--- src/hw/line_section_enable_regs.svh ---
`ifndef LINE_SECTION_ENABLE_REGS_SVH
`define LINE_SECTION_ENABLE_REGS_SVH
// Register offsets on the parallel port
`define RX_ENABLE_LO_OFFSET 8'h08
`define TX_ENABLE_HI_OFFSET 8'h80
// Field layout: six enable bits at the bottom
`define ENABLE_FIELD_LSB 0
`define ENABLE_FIELD_MSB 5
// Reset values: all sections off
`define RX_ENABLE_LO_RESET 6'h00
`define TX_ENABLE_HI_RESET 6'h00
// Pin input filter depth in cycles
`define SYNC_STAGES 3
`endif

--- src/hw/line_section_pkg.sv ---
package line_section_pkg;
   typedef logic [5:0] enable_field_t;
   typedef logic [7:0] reg_byte_t;
endpackage

--- src/hw/enable_bit_sync.sv ---
`timescale 1ns/1ps
`include "line_section_enable_regs.svh"
// Three-stage filter for a pin: accept change when stages two and three agree
module enable_bit_sync
(
   input wire logic clk,   // System clock
   input wire logic nrst,  // Async reset, active low
   input wire logic din,   // Raw pin level
   output logic dout       // Filtered level
);
   logic [`SYNC_STAGES-1:0] stage_r;
   logic [`SYNC_STAGES-1:0] stage_nxt;
   logic dout_r;
   logic dout_nxt;

   // Shift chain and agreement test on the last two stages
   always_comb
   begin
      stage_nxt = {stage_r[`SYNC_STAGES-2:0], din};
      dout_nxt = dout_r;
      if (stage_r[1] == stage_r[2])
      begin
         dout_nxt = stage_r[2];
      end
   end

   // Registers
   always_ff @(posedge clk or negedge nrst)
   begin
      if (!nrst)
      begin
         stage_r <= '0;
         dout_r <= 1'b0;
      end
      else
      begin
         stage_r <= stage_nxt;
         dout_r <= dout_nxt;
      end
   end

   assign dout = dout_r;
endmodule

--- src/hw/line_section_enable_regs.sv ---
`timescale 1ns/1ps
`include "line_section_enable_regs.svh"
// Behaviour
// - Register 0x08 enables receivers channels 0-5
// - Each receive bit controls only its channel
// - Receive bit 0: receiver off, inputs hi-Z
// - Receive bit 1: receiver powered, accepts pulses
// - Register 0x80 enables drivers channels 6-11
// - Transmit bit 0: driver off, outputs tri-stated
// - Transmit bit 1 and permitted: drive pulses
// - Master enable pin low tri-states every driver
module line_section_enable_regs
(
   input wire logic SYS_CLK,                    // 125 MHz clock
   input wire logic NRST,                       // Async reset, active low
   input wire logic [7:0] ADDR,                 // Register address
   input wire logic [7:0] WDATA,                // Write data
   input wire logic WR_EN,                      // Write strobe, one cycle
   input wire logic RD_EN,                      // Read strobe, one cycle
   output logic [7:0] RDATA,                    // Read data, registered
   output logic RDATA_VALID,                    // Read data valid pulse
   input wire logic TRANSMIT_MASTER_ON,         // Master transmit enable pin
   input wire logic [5:0] LINE_INPUT_POSITIVE,  // Rx positive inputs ch0-5
   input wire logic [5:0] LINE_INPUT_NEGATIVE,  // Rx negative inputs ch0-5
   output logic [5:0] RX_LINE_INPUT_OE,         // Input termination active ch0-5
   output logic [5:0] RX_DATA_POSITIVE,         // Accepted positive pulses
   output logic [5:0] RX_DATA_NEGATIVE,         // Accepted negative pulses
   output logic [5:0] RECEIVE_SECTION_ON,       // Receiver power ch0-5
   input wire logic [5:0] TX_DATA_POSITIVE,     // Positive pulses ch6-11
   input wire logic [5:0] TX_DATA_NEGATIVE,     // Negative pulses ch6-11
   output logic [5:0] LINE_OUTPUT_POSITIVE,     // Tx positive outputs ch6-11
   output logic [5:0] LINE_OUTPUT_NEGATIVE,     // Tx negative outputs ch6-11
   output logic [5:0] LINE_OUTPUT_OE,           // Driver enable ch6-11
   output logic [5:0] TRANSMIT_SECTION_ON       // Driver power ch6-11
);
   line_section_pkg::enable_field_t rx_en_r;
   line_section_pkg::enable_field_t rx_en_nxt;
   line_section_pkg::enable_field_t tx_en_r;
   line_section_pkg::enable_field_t tx_en_nxt;
   line_section_pkg::reg_byte_t rdata_r;
   line_section_pkg::reg_byte_t rdata_nxt;
   logic rvalid_r;
   logic rvalid_nxt;
   logic [5:0] rxp_r;
   logic [5:0] rxp_nxt;
   logic [5:0] rxn_r;
   logic [5:0] rxn_nxt;
   logic [5:0] txp_r;
   logic [5:0] txp_nxt;
   logic [5:0] txn_r;
   logic [5:0] txn_nxt;
   logic [5:0] tx_active;
   logic master_on;
   logic [5:0] lip_sync;
   logic [5:0] lin_sync;

   // Address match shared by write and read decode
   function automatic logic addr_hit(input logic [7:0] a, input logic [7:0] off);
      addr_hit = (a == off);
   endfunction

   // Pad an enable field to a bus byte; reserved bits read zero
   function automatic line_section_pkg::reg_byte_t reg_byte
   (
      input line_section_pkg::enable_field_t f
   );
      reg_byte = {2'h0, f};
   endfunction

   // Master pin from outside the clock domain
   enable_bit_sync u_master_sync
   (
      .clk(SYS_CLK),
      .nrst(NRST),
      .din(TRANSMIT_MASTER_ON),
      .dout(master_on)
   );

   // Line pins are asynchronous too: one agreement filter per pin
   genvar ch;
   generate
      for (ch = 0; ch < 6; ch = ch + 1)
      begin : g_line_in
         enable_bit_sync u_pos_sync
         (
            .clk(SYS_CLK),
            .nrst(NRST),
            .din(LINE_INPUT_POSITIVE[ch]),
            .dout(lip_sync[ch])
         );
         enable_bit_sync u_neg_sync
         (
            .clk(SYS_CLK),
            .nrst(NRST),
            .din(LINE_INPUT_NEGATIVE[ch]),
            .dout(lin_sync[ch])
         );
      end
   endgenerate

   // Enable register writes; reserved bits never stored
   always_comb
   begin
      rx_en_nxt = rx_en_r;
      tx_en_nxt = tx_en_r;
      if (WR_EN && addr_hit(ADDR, `RX_ENABLE_LO_OFFSET))
      begin
         rx_en_nxt = WDATA[`ENABLE_FIELD_MSB:`ENABLE_FIELD_LSB];
      end
      if (WR_EN && addr_hit(ADDR, `TX_ENABLE_HI_OFFSET))
      begin
         tx_en_nxt = WDATA[`ENABLE_FIELD_MSB:`ENABLE_FIELD_LSB];
      end
   end

   // Enable registers, all sections off after reset
   always_ff @(posedge SYS_CLK or negedge NRST)
   begin
      if (!NRST)
      begin
         rx_en_r <= `RX_ENABLE_LO_RESET;
         tx_en_r <= `TX_ENABLE_HI_RESET;
      end
      else
      begin
         rx_en_r <= rx_en_nxt;
         tx_en_r <= tx_en_nxt;
      end
   end

   // Read mux; a write in the same cycle shows only on the next read
   always_comb
   begin
      rdata_nxt = rdata_r;
      rvalid_nxt = 1'b0;
      if (RD_EN)
      begin
         rvalid_nxt = 1'b1;
         if (addr_hit(ADDR, `RX_ENABLE_LO_OFFSET))
         begin
            rdata_nxt = reg_byte(rx_en_r);
         end
         else if (addr_hit(ADDR, `TX_ENABLE_HI_OFFSET))
         begin
            rdata_nxt = reg_byte(tx_en_r);
         end
         else
         begin
            rdata_nxt = 8'h00;
         end
      end
   end

   // Read data holds until the next read; valid is a one-cycle pulse
   always_ff @(posedge SYS_CLK or negedge NRST)
   begin
      if (!NRST)
      begin
         rdata_r <= 8'h00;
         rvalid_r <= 1'b0;
      end
      else
      begin
         rdata_r <= rdata_nxt;
         rvalid_r <= rvalid_nxt;
      end
   end

   // Driver permitted only with bit set and master pin high
   assign tx_active = tx_en_r & {6{master_on}};

   // Per-channel line gating, receive side on filtered pins; off channels pass nothing
   always_comb
   begin
      rxp_nxt = lip_sync & rx_en_r;
      rxn_nxt = lin_sync & rx_en_r;
      txp_nxt = TX_DATA_POSITIVE & tx_active;
      txn_nxt = TX_DATA_NEGATIVE & tx_active;
   end

   // Line data registers
   always_ff @(posedge SYS_CLK or negedge NRST)
   begin
      if (!NRST)
      begin
         rxp_r <= 6'h00;
         rxn_r <= 6'h00;
         txp_r <= 6'h00;
         txn_r <= 6'h00;
      end
      else
      begin
         rxp_r <= rxp_nxt;
         rxn_r <= rxn_nxt;
         txp_r <= txp_nxt;
         txn_r <= txn_nxt;
      end
   end

   // Register read port
   assign RDATA = rdata_r;
   assign RDATA_VALID = rvalid_r;

   // Receive side: power and input termination follow the enable bits
   assign RECEIVE_SECTION_ON = rx_en_r;
   assign RX_LINE_INPUT_OE = rx_en_r;
   assign RX_DATA_POSITIVE = rxp_r;
   assign RX_DATA_NEGATIVE = rxn_r;

   // Transmit side: driver power and enable follow the gated bits
   assign TRANSMIT_SECTION_ON = tx_active;
   assign LINE_OUTPUT_OE = tx_active;
   assign LINE_OUTPUT_POSITIVE = txp_r;
   assign LINE_OUTPUT_NEGATIVE = txn_r;
endmodule

--- config.mk ---
export PLATFORM = sky130hd
export DESIGN_NAME = line_section_enable_regs
export DESIGN_NICKNAME = d
export VERILOG_FILES = /design/src/hw/line_section_pkg.sv /design/src/hw/enable_bit_sync.sv /design/src/hw/line_section_enable_regs.sv
export VERILOG_INCLUDE_DIRS = /design/src /design/src/hw
export SDC_FILE = /design/constraint.sdc
export NUM_CORES = 1
export LEC_CHECK = 0
export BUFFER_PORTS_ARGS = -buffer_cell sky130_fd_sc_hd__buf_2
export CAP_MARGIN = 20
export CORE_MARGIN = 4
export CORE_UTILIZATION = 45
export DETAILED_ROUTE_END_ITERATION = 16
export GPL_TIMING_DRIVEN = 0
export PLACE_DENSITY = 0.83
export SYNTH_ARGS = -nofsm -noshare
export SYNTH_HDL_FRONTEND = slang
export SYNTH_SLANG_ARGS = --single-unit
--- constraint.sdc ---
create_clock -name SYS_CLK -period 2 [get_ports SYS_CLK]
set_input_delay 0.2 -clock SYS_CLK [delete_from_list [all_inputs] [get_ports SYS_CLK]]
set_output_delay 0.2 -clock SYS_CLK [all_outputs]
set_load 0.005 [all_outputs]
==> results of run 1 <==
-- kinds of logic (layout without fill, tap and decap cells) --
family          Yosys count  count (layout)  synth area share (%)
flops                    95              95                  75.4
simple gates             43              43                  9.32
buf+inv                  19             148                  3.93
fa+ha+maj                13              13                  4.13
compound gates           12              12                  2.86
mux                      12              12                  4.28
other cells               1               2                 0.119
-- registers in the layout, summed over array words and instances (netlist names) --
signal	cells
LINE_OUTPUT_NEGATIVE	6
g_line_in.u_pos_sync.stage_r	18
RX_DATA_NEGATIVE	6
RDATA_VALID	1
RECEIVE_SECTION_ON	6
u_master_sync.stage_r	3
RDATA	6
g_line_in.u_neg_sync.stage_r	18
g_line_in.u_pos_sync.dout	6
g_line_in.u_neg_sync.dout	6
u_master_sync.dout	1
LINE_OUTPUT_POSITIVE	6
RX_DATA_POSITIVE	6
tx_en_r	6
-- cells in the mapped netlist --
master / count
sky130_fd_sc_hd__mux2_2: 12
sky130_fd_sc_hd__nor4_4: 1
sky130_fd_sc_hd__buf_1: 1
sky130_fd_sc_hd__nor2_1: 1
sky130_fd_sc_hd__a22oi_1: 6
sky130_fd_sc_hd__o31ai_1: 6
sky130_fd_sc_hd__and3_1: 12
sky130_fd_sc_hd__inv_1: 1
sky130_fd_sc_hd__nand2_1: 7
sky130_fd_sc_hd__maj3_1: 13
sky130_fd_sc_hd__buf_4: 14
sky130_fd_sc_hd__nor2b_1: 2
sky130_fd_sc_hd__nand4_4: 2
sky130_fd_sc_hd__and2_1: 18
sky130_fd_sc_hd__conb_1: 1
sky130_fd_sc_hd__dfrtp_1: 95
sky130_fd_sc_hd__clkbuf_1: 3
-- worst register-to-register path, delay by kind of cell (launching register included) --
| kind | cells | cell delay, ns |
|---|---|---|
| flip-flops | 1 | 0.49 |
| buffers and inverters | 1 | 0.33 |
| AND/OR/NAND/NOR | 1 | 0.22 |
-- power groups by stage --
| stage | combinational, W | sequential [W] | clock [W] |
|---|---|---|---|
| detailed placement | 0.000210 | 0.00210 | 0 |
| global placement | 0.000196 | 0.00209 | 0 |
| global route | 0.000257 | 0.00207 | 0.00161 |
| floorplan | 0.0000792 | 0.00208 | 0 |
| finish | 0.000228 | 0.00206 | 0.00148 |
| CTS | 0.000234 | 0.00206 | 0.00152 |
-- final timing paths --
check,from,endpoint,depth (start not counted)
min in group asynchronous,NRST,g_line_in[0].u_neg_sync.stage_r[0],2
hold / removal,TX_DATA_POSITIVE[1],LINE_OUTPUT_POSITIVE[1],2
setup / recovery,u_master_sync.dout,TRANSMIT_SECTION_ON[4],4
setup reg to reg,u_master_sync.dout,LINE_OUTPUT_NEGATIVE[5],2
hold reg to reg,g_line_in[1].u_neg_sync.stage_r[0],g_line_in[1].u_neg_sync.stage_r[1],0
max in group asynchronous,NRST,RX_DATA_NEGATIVE[1],3
-- what timing repair did --
item / 4_1_cts / 5_1_grt
hold buffers: 15 / 0
resized for setup: 0 / 0
hold endpoints to repair: 61 / 0
-- cell type report --
type	instances	area [um2]
Clock buffer	9	124
Clock inverter	7	121
Sequential cell	95	2380
Buffer	18	120
Tap cell	96	120
Inverter	1	3.75
Multi-Input combinational cell	82	657
Fill cell	542	2610
Timing Repair Buffer	113	666
-- routing by layer --
metal / vias up / global-route usage, %
met2: 75 / 24.7
met5: - / 0
met3: 9 / 3.28
li1: 896 / -
met4: 0 / 8.17
met1: 938 / 19.0
-- per-stage QoR --
step                setup slack (ns)  total power, W
floorplan                      0.807         0.00216
global placement             -0.0554         0.00229
detailed placement             0.545         0.00231
CTS                            0.196         0.00382
global route                  0.0551         0.00394
finish                         0.236         0.00377
==> impl_table.tex, run 1 <==
\begin{tabular}{lr}
\hline
Metric & Value \\
\hline
\multicolumn{2}{l}{\textbf{Run status}} \\
Outcome & finished, final reports clean \\
\multicolumn{2}{l}{\textbf{Final layout}} \\
Final net count & 365 \\
Final cell area excluding filler cells & approximately 4200 um2 \\
Commonest non-fill, non-tap cell in the layout & sky130\_fd\_sc\_hd\_\_buf\_2 \\
Top library cells by usage in the layout, fill and taps aside & sky130\_fd\_sc\_hd\_\_buf\_2, sky130\_fd\_sc\_hd\_\_dfrtp\_1, sky130\_fd\_sc\_hd\_\_and2\_1 \\
Syn-to-layout area delta & 32.8\% \\
Fin util & approximately 62\% \\
Post-route insts no fill & 421 \\
Share of post-route cells with drive strength above 1 & between 40\% and 50\% \\
ANT cells & 0 \\
\multicolumn{2}{l}{\textbf{Pwr}} \\
Switching power as a share of total power & 21.4\% \\
Power per cell area & roughly 900 nW/um2 \\
Switching power summed over all nets & 0.000805 W \\
Leakage power of the design & 2.21 nW \\
Part of the power in the clock network & about 40\% \\
Max rail drop VDD & 0.000453 V \\
Share of total power in combinational logic & about 6.1\% \\
Internal Dissipation & 0.00296 W \\
Portion of total power attributed to sequential cells & 54.6\% \\
\multicolumn{2}{l}{\textbf{Floorplan}} \\
Die Width & 91.7 um \\
Cell row count & 30 \\
Core Footprint & 6790 um2 \\
Area enclosed by the die boundary & 8410 um2 \\
Ports placed on the boundary & slightly above 100 \\
Die Span Y & 91.7 um \\
Initial Utilization & a little under half \\
\multicolumn{2}{l}{\textbf{CTS}} \\
Clock root buffer & sky130\_fd\_sc\_hd\_\_clkbuf\_8 \\
Maximum root-to-sink buffer count & 2 \\
CTS tree & yes \\
Clock insertion delay at the later pin of the skew report & about 0.35 ns \\
Register clock-pin slew on the reported worst setup and hold paths & 0.09 ns \\
Post-CTS setup buffer count & 0 \\
Total clock buffers created by CTS & 9 \\
CTS sink cnt & 95 \\
Total number of H-tree levels & 3 \\
\multicolumn{2}{l}{\textbf{STA}} \\
Sum of negative setup slack & 0 ns \\
Unrepaired setup endpoints after global routing & no \\
Worst clock skew & 0.00463 ns \\
Period utilization & 88.2\% \\
Setup Viol. Count Final & 0 \\
Final hold violation count & 0 \\
Min cycle time layout & 1.76 ns \\
Worst-margin pin slew & roughly 0.61 ns \\
Normalized max-slew margin & 59.1\% \\
Fmax & 567 MHz \\
Smallest hold slack & approximately 0.086 ns \\
Final number of max-transition violations & 0 \\
\multicolumn{2}{l}{\textbf{Flow run}} \\
Maximum Capacitance Violations & 0 \\
\multicolumn{2}{l}{\textbf{Yosys}} \\
Per-instance average area after synthesis & 16.2 um2 \\
Post-synthesis sequential area ratio & 75.4\% \\
Yosys warnings & 0 \\
Gate count of the mapped netlist & 195 \\
Synth area leader & sky130\_fd\_sc\_hd\_\_dfrtp\_1 \\
Post-Synthesis Cell Area & roughly 3200 um2 \\
Synth cell types & 17 \\
Main area contributors after synthesis & sky130\_fd\_sc\_hd\_\_dfrtp\_1, sky130\_fd\_sc\_hd\_\_mux2\_2, sky130\_fd\_sc\_hd\_\_maj3\_1 \\
Count of state elements after synthesis & between 90 and 100 \\
Area fraction of the dominant cell type after synthesis & 75.4\% \\
\multicolumn{2}{l}{\textbf{Drt}} \\
Total detailed-routing wirelength & 5850 um \\
\# DRC & 0 \\
Amount of wire on met3 after detailed routing & 426 um \\
Wire length on met2 & 2920 um \\
Post-DRT Antenna Nets & 0 \\
Overall via count from detail\_route & between 1500 and 2000 \\
First-pass detailed-route iteration total & 4 \\
Met1 wire length & 2400 um \\
Detailed router's first-iteration violation count & 45 \\
Topmost layer with routed signal wires & met4 \\
Post-detailed-route via-to-cell ratio & 4.56 \\
Per-cell routed wire length & 13.9 um \\
\multicolumn{2}{l}{\textbf{Global routing}} \\
Total routing usage reported by global routing & 15.2\% \\
Leftover overflow at the end of global routing & 0 \\
Antenna violations before repair & 0 \\
Maximum number of pins on one net before global-route repair & 49 \\
Global-route wire length before repair & 9760 um \\
Via count of the first global-routing pass & 1950 \\
\multicolumn{2}{l}{\textbf{Critical path}} \\
Arr. time, crit path & roughly 1.6 ns \\
Worst setup path category & reg -> out \\
Crit path max-delay family & buffers and inverters \\
Sort of element at the end of the critical path & output pin \\
Ordered cell list for the critical path & clkbuf\_1 > and2\_1 > buf\_4 > buf\_2 \\
Startpoint type of the worst setup path & flop \\
Setup slack, reg-to-reg & 0.90 ns \\
Critical path buffers and inverters & 3 \\
Required time of the worst setup path & 1.80 ns \\
Critical-path cell with the highest stage delay & sky130\_fd\_sc\_hd\_\_dfrtp\_1 \\
Worst-path maximum fanout & 10 \\
Stage delay of the slowest cell on the critical path & 0.49 ns \\
\multicolumn{2}{l}{\textbf{Min path}} \\
Tightest Hold Check Type & in -> reg \\
\multicolumn{2}{l}{\textbf{Place}} \\
Cell total after placement & between 300 and 400 \\
PortBufs & 97 \\
Detailed Place HPWL & slightly above 4000 um \\
Placed cell areas & 3790 um2 \\
Weighted congestion at the end of routability-driven global placement & about 0.75 \\
\hline
\end{tabular}
Note: power is estimated with default switching activity, not from simulation.
==> inputs of run 2 (changes only) <==
CORE_UTILIZATION = 50   (was 45)
CTS_BUF_LIST = sky130_fd_sc_hd__clkbuf_8   (was not set)
PLACE_DENSITY = 0.9   (was 0.83)
==> impl_table.tex, run 2 (same netlist as run 1, synthesis figures left out) <==
\begin{tabular}{lr}
\hline
Metric & Value \\
\hline
\multicolumn{2}{l}{\textbf{Run status}} \\
Outcome & finished, final reports clean \\
\multicolumn{2}{l}{\textbf{Final layout}} \\
Syn-to-layout area delta & 31.4\% \\
Top library cells by usage in the layout, fill and taps aside & sky130\_fd\_sc\_hd\_\_buf\_2, sky130\_fd\_sc\_hd\_\_dfrtp\_1, sky130\_fd\_sc\_hd\_\_and2\_1 \\
ANT cells & 0 \\
Final net count & $\sim$370 \\
Largest registers ranked by flip-flop count & g\_line\_in.u\_neg\_sync.stage\_r: 18 flops, g\_line\_in.u\_pos\_sync.stage\_r: 18 flops \\
Share of post-route cells with drive strength above 1 & 43.2\% \\
Fin util & 68.8\% \\
Commonest non-fill, non-tap cell in the layout & sky130\_fd\_sc\_hd\_\_buf\_2 \\
Number of inserted filler cells in the final layout & 440 \\
\multicolumn{2}{l}{\textbf{Critical path}} \\
Sort of element at the end of the critical path & output pin \\
Arr. time, crit path & around 1.6 ns \\
Stage delay of the slowest cell on the critical path & about 0.50 ns \\
Ordered cell list for the critical path & clkbuf\_1 > and2\_1 > buf\_4 > buf\_2 \\
Setup slack, reg-to-reg & 0.92 ns \\
Startpoint type of the worst setup path & flop \\
Worst-path maximum fanout & 10 \\
Worst setup path category & reg -> out \\
Required time of the worst setup path & 1.80 ns \\
Critical-path cell with the highest stage delay & sky130\_fd\_sc\_hd\_\_dfrtp\_1 \\
\multicolumn{2}{l}{\textbf{Global routing}} \\
Antenna violations before repair & 1 \\
Maximum number of pins on one net before global-route repair & 59 \\
Via count of the first global-routing pass & 1952 \\
Global-route wire length before repair & 9520 um \\
Leftover overflow at the end of global routing & 0 \\
Total routing usage reported by global routing & 16.6\% \\
\multicolumn{2}{l}{\textbf{STA}} \\
Final number of max-transition violations & 0 \\
Period utilization & 88.2\% \\
Min cycle time layout & 1.76 ns \\
Sum of negative setup slack & 0 ns \\
Fmax & 567 MHz \\
Worst clock skew & 0.00963 ns \\
Setup Viol. Count Final & 0 \\
Final hold violation count & 0 \\
Unrepaired setup endpoints after global routing & no \\
\multicolumn{2}{l}{\textbf{Pwr}} \\
Power per cell area & 892 nW/um2 \\
Switching power as a share of total power & about 20\% \\
Part of the power in the clock network & between 30\% and 40\% \\
Portion of total power attributed to sequential cells & around 56\% \\
Internal Dissipation & approximately 0.003 W \\
Share of total power in combinational logic & 6.2\% \\
Leakage power of the design & 2.22 nW \\
Max rail drop VDD & $\sim$0.00056 V \\
Switching power summed over all nets & $\sim$0.00075 W \\
\multicolumn{2}{l}{\textbf{Floorplan}} \\
Die Width & $\sim$87 um \\
Area enclosed by the die boundary & 7640 um2 \\
Initial Utilization & 52.3\% \\
Cell row count & 28 \\
Ports placed on the boundary & 102 \\
Die Span Y & 87.4 um \\
Core Footprint & about 6000 um2 \\
\multicolumn{2}{l}{\textbf{Drt}} \\
\# DRC & 0 \\
Post-DRT Antenna Nets & 0 \\
Post-detailed-route via-to-cell ratio & 4.80 \\
Overall via count from detail\_route & 1914 \\
Total detailed-routing wirelength & about 6000 um \\
Detailed router's first-iteration violation count & 57 \\
Per-cell routed wire length & 15.1 um \\
First-pass detailed-route iteration total & 4 \\
\multicolumn{2}{l}{\textbf{CTS}} \\
Clock root buffer & sky130\_fd\_sc\_hd\_\_clkbuf\_8 \\
Clock insertion delay at the later pin of the skew report & 0.34 ns \\
Total number of H-tree levels & 3 \\
Register clock-pin slew on the reported worst setup and hold paths & 0.09 ns \\
Post-CTS setup buffer count & 0 \\
Total clock buffers created by CTS & 9 \\
CTS tree & yes \\
CTS sink cnt & 95 \\
Number of buffers inserted for hold repair after clock tree synthesis & 15 \\
Count of instances resized after the clock tree is built & 0 \\
Maximum root-to-sink buffer count & 2 \\
\multicolumn{2}{l}{\textbf{Place}} \\
PortBufs & 97 \\
Weighted congestion at the end of routability-driven global placement & 0.741 \\
Detailed Place HPWL & 4300 um \\
\multicolumn{2}{l}{\textbf{Min path}} \\
Tightest Hold Check Type & in -> reg \\
\multicolumn{2}{l}{\textbf{Flow run}} \\
Maximum Capacitance Violations & 0 \\
\hline
\end{tabular}
## run 2: final timing paths
check	from	endpoint	cells past startpoint
worst max-delay path	u_master_sync.dout	TRANSMIT_SECTION_ON[2]	4
worst min-delay path	TX_DATA_POSITIVE[5]	LINE_OUTPUT_POSITIVE[5]	2
worst max register to register	u_master_sync.dout	LINE_OUTPUT_POSITIVE[3]	2
worst min register to register	g_line_in[1].u_pos_sync.stage_r[0]	g_line_in[1].u_pos_sync.stage_r[1]	0
max in group asynchronous	NRST	tx_en_r[4]	3
min in group asynchronous	NRST	g_line_in[0].u_neg_sync.stage_r[0]	2
## run 2: power by group through the flow
stage	logic [W]	clock network, W	registers (W)
6_report	0.000229	0.00141	0.00206
5_1_grt	0.000257	0.00153	0.00207
4_1_cts	0.000234	0.00144	0.00206
3_5_place_dp	0.000211	0	0.00210
3_3_place_gp	0.000196	0	0.00209
2_1_floorplan	0.0000792	0	0.00208
## run 2: worst max-delay path: cells and delay by family, from the launching register on
family        cells  cell delay (ns)
flops             1             0.50
simple gates      1             0.22
buf+inv           3             0.51
## run 2: area by class of cell
cell class	instances	area [um2]	area share, %
Sequential cell	95	2380	57.4
Timing Repair Buffer	113	666	16.1
Multi-Input combinational cell	82	657	15.9
Clock buffer	9	124	2.99
Buffer	18	120	2.90
Clock inverter	6	103	2.48
Tap cell	75	93.8	2.26
Inverter	1	3.75	0.0906
## run 2: routing by layer
layer  share of wire, %  vias up  GRT usage (%)
met3                 10       10           4.82
met5               0.12        -              0
li1                   -      891              -
met1                 41      931           21.3
met4                1.5        2           7.11
met2                 48       80           26.5
## run 2: metrics by stage
step           setup WS (ns)  cells  power (W)  instance area [um2]  hold WS, ns
2_1_floorplan          0.807    196    0.00216                 3160      -0.0956
3_3_place_gp         -0.0530    368    0.00229                 3740        0.308
3_5_place_dp           0.550    369    0.00231                 3770        0.201
4_1_cts                0.222    399    0.00374                 4140       0.0788
5_1_grt                0.143    399    0.00386                 4140       0.0763
6_report               0.236    399    0.00370                 4140       0.0946
==> inputs of run 3 (changes only) <==
CORE_UTILIZATION = 30   (was 50)
PLACE_DENSITY = 0.63   (was 0.9)
==> impl_table.tex, run 3 (same netlist as run 1, synthesis figures left out) <==
\begin{tabular}{lr}
\hline
Metric & Value \\
\hline
\multicolumn{2}{l}{\textbf{Run status}} \\
Outcome & finished, final reports clean \\
\multicolumn{2}{l}{\textbf{STA}} \\
Smallest hold slack & 0.0832 ns \\
Final number of max-transition violations & 0 \\
Period utilization & 88.2\% \\
Worst-margin pin slew & 0.582 ns \\
Setup slack after layout & around 0.24 ns \\
Normalized max-slew margin & 61.2\% \\
Sum of negative setup slack & 0 ns \\
Min cycle time layout & around 1.8 ns \\
Setup Viol. Count Final & 0 \\
Final hold violation count & 0 \\
Worst clock skew & 0.00824 ns \\
Fmax & 567 MHz \\
Unrepaired setup endpoints after global routing & no \\
\multicolumn{2}{l}{\textbf{CTS}} \\
Maximum root-to-sink buffer count & 2 \\
Clock insertion delay at the later pin of the skew report & 0.35 ns \\
Total number of H-tree levels & 3 \\
CTS sink cnt & 95 \\
Post-CTS setup buffer count & 0 \\
Total clock buffers created by CTS & 9 \\
Clock root buffer & sky130\_fd\_sc\_hd\_\_clkbuf\_8 \\
CTS tree & yes \\
Register clock-pin slew on the reported worst setup and hold paths & 0.10 ns \\
Number of buffers inserted for hold repair after clock tree synthesis & 15 \\
Count of instances resized after the clock tree is built & 0 \\
\multicolumn{2}{l}{\textbf{Critical path}} \\
Arr. time, crit path & 1.56 ns \\
Worst setup path category & reg -> out \\
Sort of element at the end of the critical path & output pin \\
Required time of the worst setup path & 1.80 ns \\
Critical-path cell with the highest stage delay & sky130\_fd\_sc\_hd\_\_dfrtp\_1 \\
Stage delay of the slowest cell on the critical path & 0.50 ns \\
Worst-path maximum fanout & 10 \\
Ordered cell list for the critical path & clkbuf\_1 > and2\_1 > buf\_4 > buf\_2 \\
Startpoint type of the worst setup path & flop \\
\multicolumn{2}{l}{\textbf{Floorplan}} \\
Cell row count & 37 \\
Die Width & 111 um \\
Initial Utilization & between 30\% and 40\% \\
Ports placed on the boundary & 102 \\
Core Footprint & 10300 um2 \\
Die Span Y & 111 um \\
Area enclosed by the die boundary & 12200 um2 \\
\multicolumn{2}{l}{\textbf{Final layout}} \\
Footprint of the multi-input gates & 657 um2 \\
Syn-to-layout area delta & 32.6\% \\
Commonest non-fill, non-tap cell in the layout & sky130\_fd\_sc\_hd\_\_buf\_2 \\
Top library cells by usage in the layout, fill and taps aside & sky130\_fd\_sc\_hd\_\_buf\_2, sky130\_fd\_sc\_hd\_\_dfrtp\_1, sky130\_fd\_sc\_hd\_\_and2\_1 \\
Largest registers ranked by flip-flop count & g\_line\_in.u\_neg\_sync.stage\_r: 18 flops, g\_line\_in.u\_pos\_sync.stage\_r: 18 flops \\
Share of post-route cells with drive strength above 1 & 44.0\% \\
Number of inserted filler cells in the final layout & 979 \\
FF/Latch Area & 2380 um2 \\
Final net count & 365 \\
ANT cells & 0 \\
\multicolumn{2}{l}{\textbf{Global routing}} \\
Leftover overflow at the end of global routing & 0 \\
Maximum number of pins on one net before global-route repair & 52 \\
Global routing usage on met3 & 4.71\% \\
Antenna violations before repair & 3 \\
Global-route wire length before repair & 10600 um \\
Met1 capacity usage during global routing & around 14\% \\
Via count of the first global-routing pass & 2060 \\
Grt peak-use layer & met2 \\
Met2 capacity usage during global routing & 15.9\% \\
Total routing usage reported by global routing & 10.9\% \\
\multicolumn{2}{l}{\textbf{Place}} \\
PortBufs & slightly below 100 \\
Detailed Place HPWL & 4510 um \\
Place WS & 0.519 ns \\
Weighted congestion at the end of routability-driven global placement & 0.806 \\
\multicolumn{2}{l}{\textbf{Drt}} \\
Per-cell routed wire length & 13.4 um \\
\# DRC & 0 \\
Post-detailed-route via-to-cell ratio & 4.15 \\
Total detailed-routing wirelength & 6180 um \\
First-pass detailed-route iteration total & 4 \\
Detailed router's first-iteration violation count & 61 \\
Overall via count from detail\_route & 1915 \\
Post-DRT Antenna Nets & 0 \\
\multicolumn{2}{l}{\textbf{Pwr}} \\
Internal Dissipation & 0.00266 W \\
Switching power summed over all nets & $\sim$0.00082 W \\
Share of total power in combinational logic & roughly 6.6\% \\
Max rail drop VDD & 0.000282 V \\
Power per cell area & $\sim$830 nW/um2 \\
Part of the power in the clock network & 34.3\% \\
Portion of total power attributed to sequential cells & 59.1\% \\
Leakage power of the design & 2.19 nW \\
Switching power as a share of total power & 23.6\% \\
Total power & 0.00348 W \\
\multicolumn{2}{l}{\textbf{Flow run}} \\
Maximum Capacitance Violations & 0 \\
\multicolumn{2}{l}{\textbf{Min path}} \\
Tightest Hold Check Type & in -> reg \\
\hline
\end{tabular}
## run 3: cell type report
class,instances,share of cell area [%]
Clock inverter,5,0.927
Multi-Input combinational cell,82,15.7
Tap cell,136,4.07
Inverter,1,0.0897
Clock buffer,11,3.62
Sequential cell,95,56.8
Buffer,18,2.87
Timing Repair Buffer,113,15.9
## run 3: per-layer routing
layer | wire, um | part of all wire, %
met5 | 47 | 0.76
met4 | 104 | 1.7
met3 | 548 | 8.9
met2 | 2710 | 44
met1 | 2780 | 45
## run 3: critical path: cells and delay by family, from the launching register on
kind	cells	cell delay, ns
buffers and inverters	3	0.50
flip-flops	1	0.50
AND/OR/NAND/NOR	1	0.21
## run 3: metrics by stage
stage	area, um2	util (%)	instances
floorplan	3160	-	196
global placement	3810	37.1	429
detailed placement	3840	37.4	430
CTS	4180	40.7	461
global route	4180	40.7	461
finish	4180	40.7	461
## run 3: path summary, 6_finish.rpt
kind                                                    start                            endpoint  slack, ns  cells after the start
hold / removal                            TX_DATA_POSITIVE[1]             LINE_OUTPUT_POSITIVE[1]       0.08                      2
min in group asynchronous                                NRST  g_line_in[0].u_neg_sync.stage_r[0]       0.38                      2
max in group asynchronous                                NRST                          tx_en_r[1]       0.96                      3
setup / recovery                           u_master_sync.dout              TRANSMIT_SECTION_ON[1]       0.24                      4
setup reg to reg                           u_master_sync.dout             LINE_OUTPUT_NEGATIVE[5]       0.92                      2
hold reg to reg            g_line_in[4].u_neg_sync.stage_r[0]  g_line_in[4].u_neg_sync.stage_r[1]       0.35                      0
## run 3: power by group through the flow
stage / logic, W / clock network [W] / registers (W)
global placement: 0.000199 / 0 / 0.00210
floorplan: 0.0000792 / 0 / 0.00208
global route: 0.000261 / 0.00133 / 0.00207
detailed placement: 0.000212 / 0 / 0.00210
finish: 0.000229 / 0.00120 / 0.00206
CTS: 0.000236 / 0.00125 / 0.00206
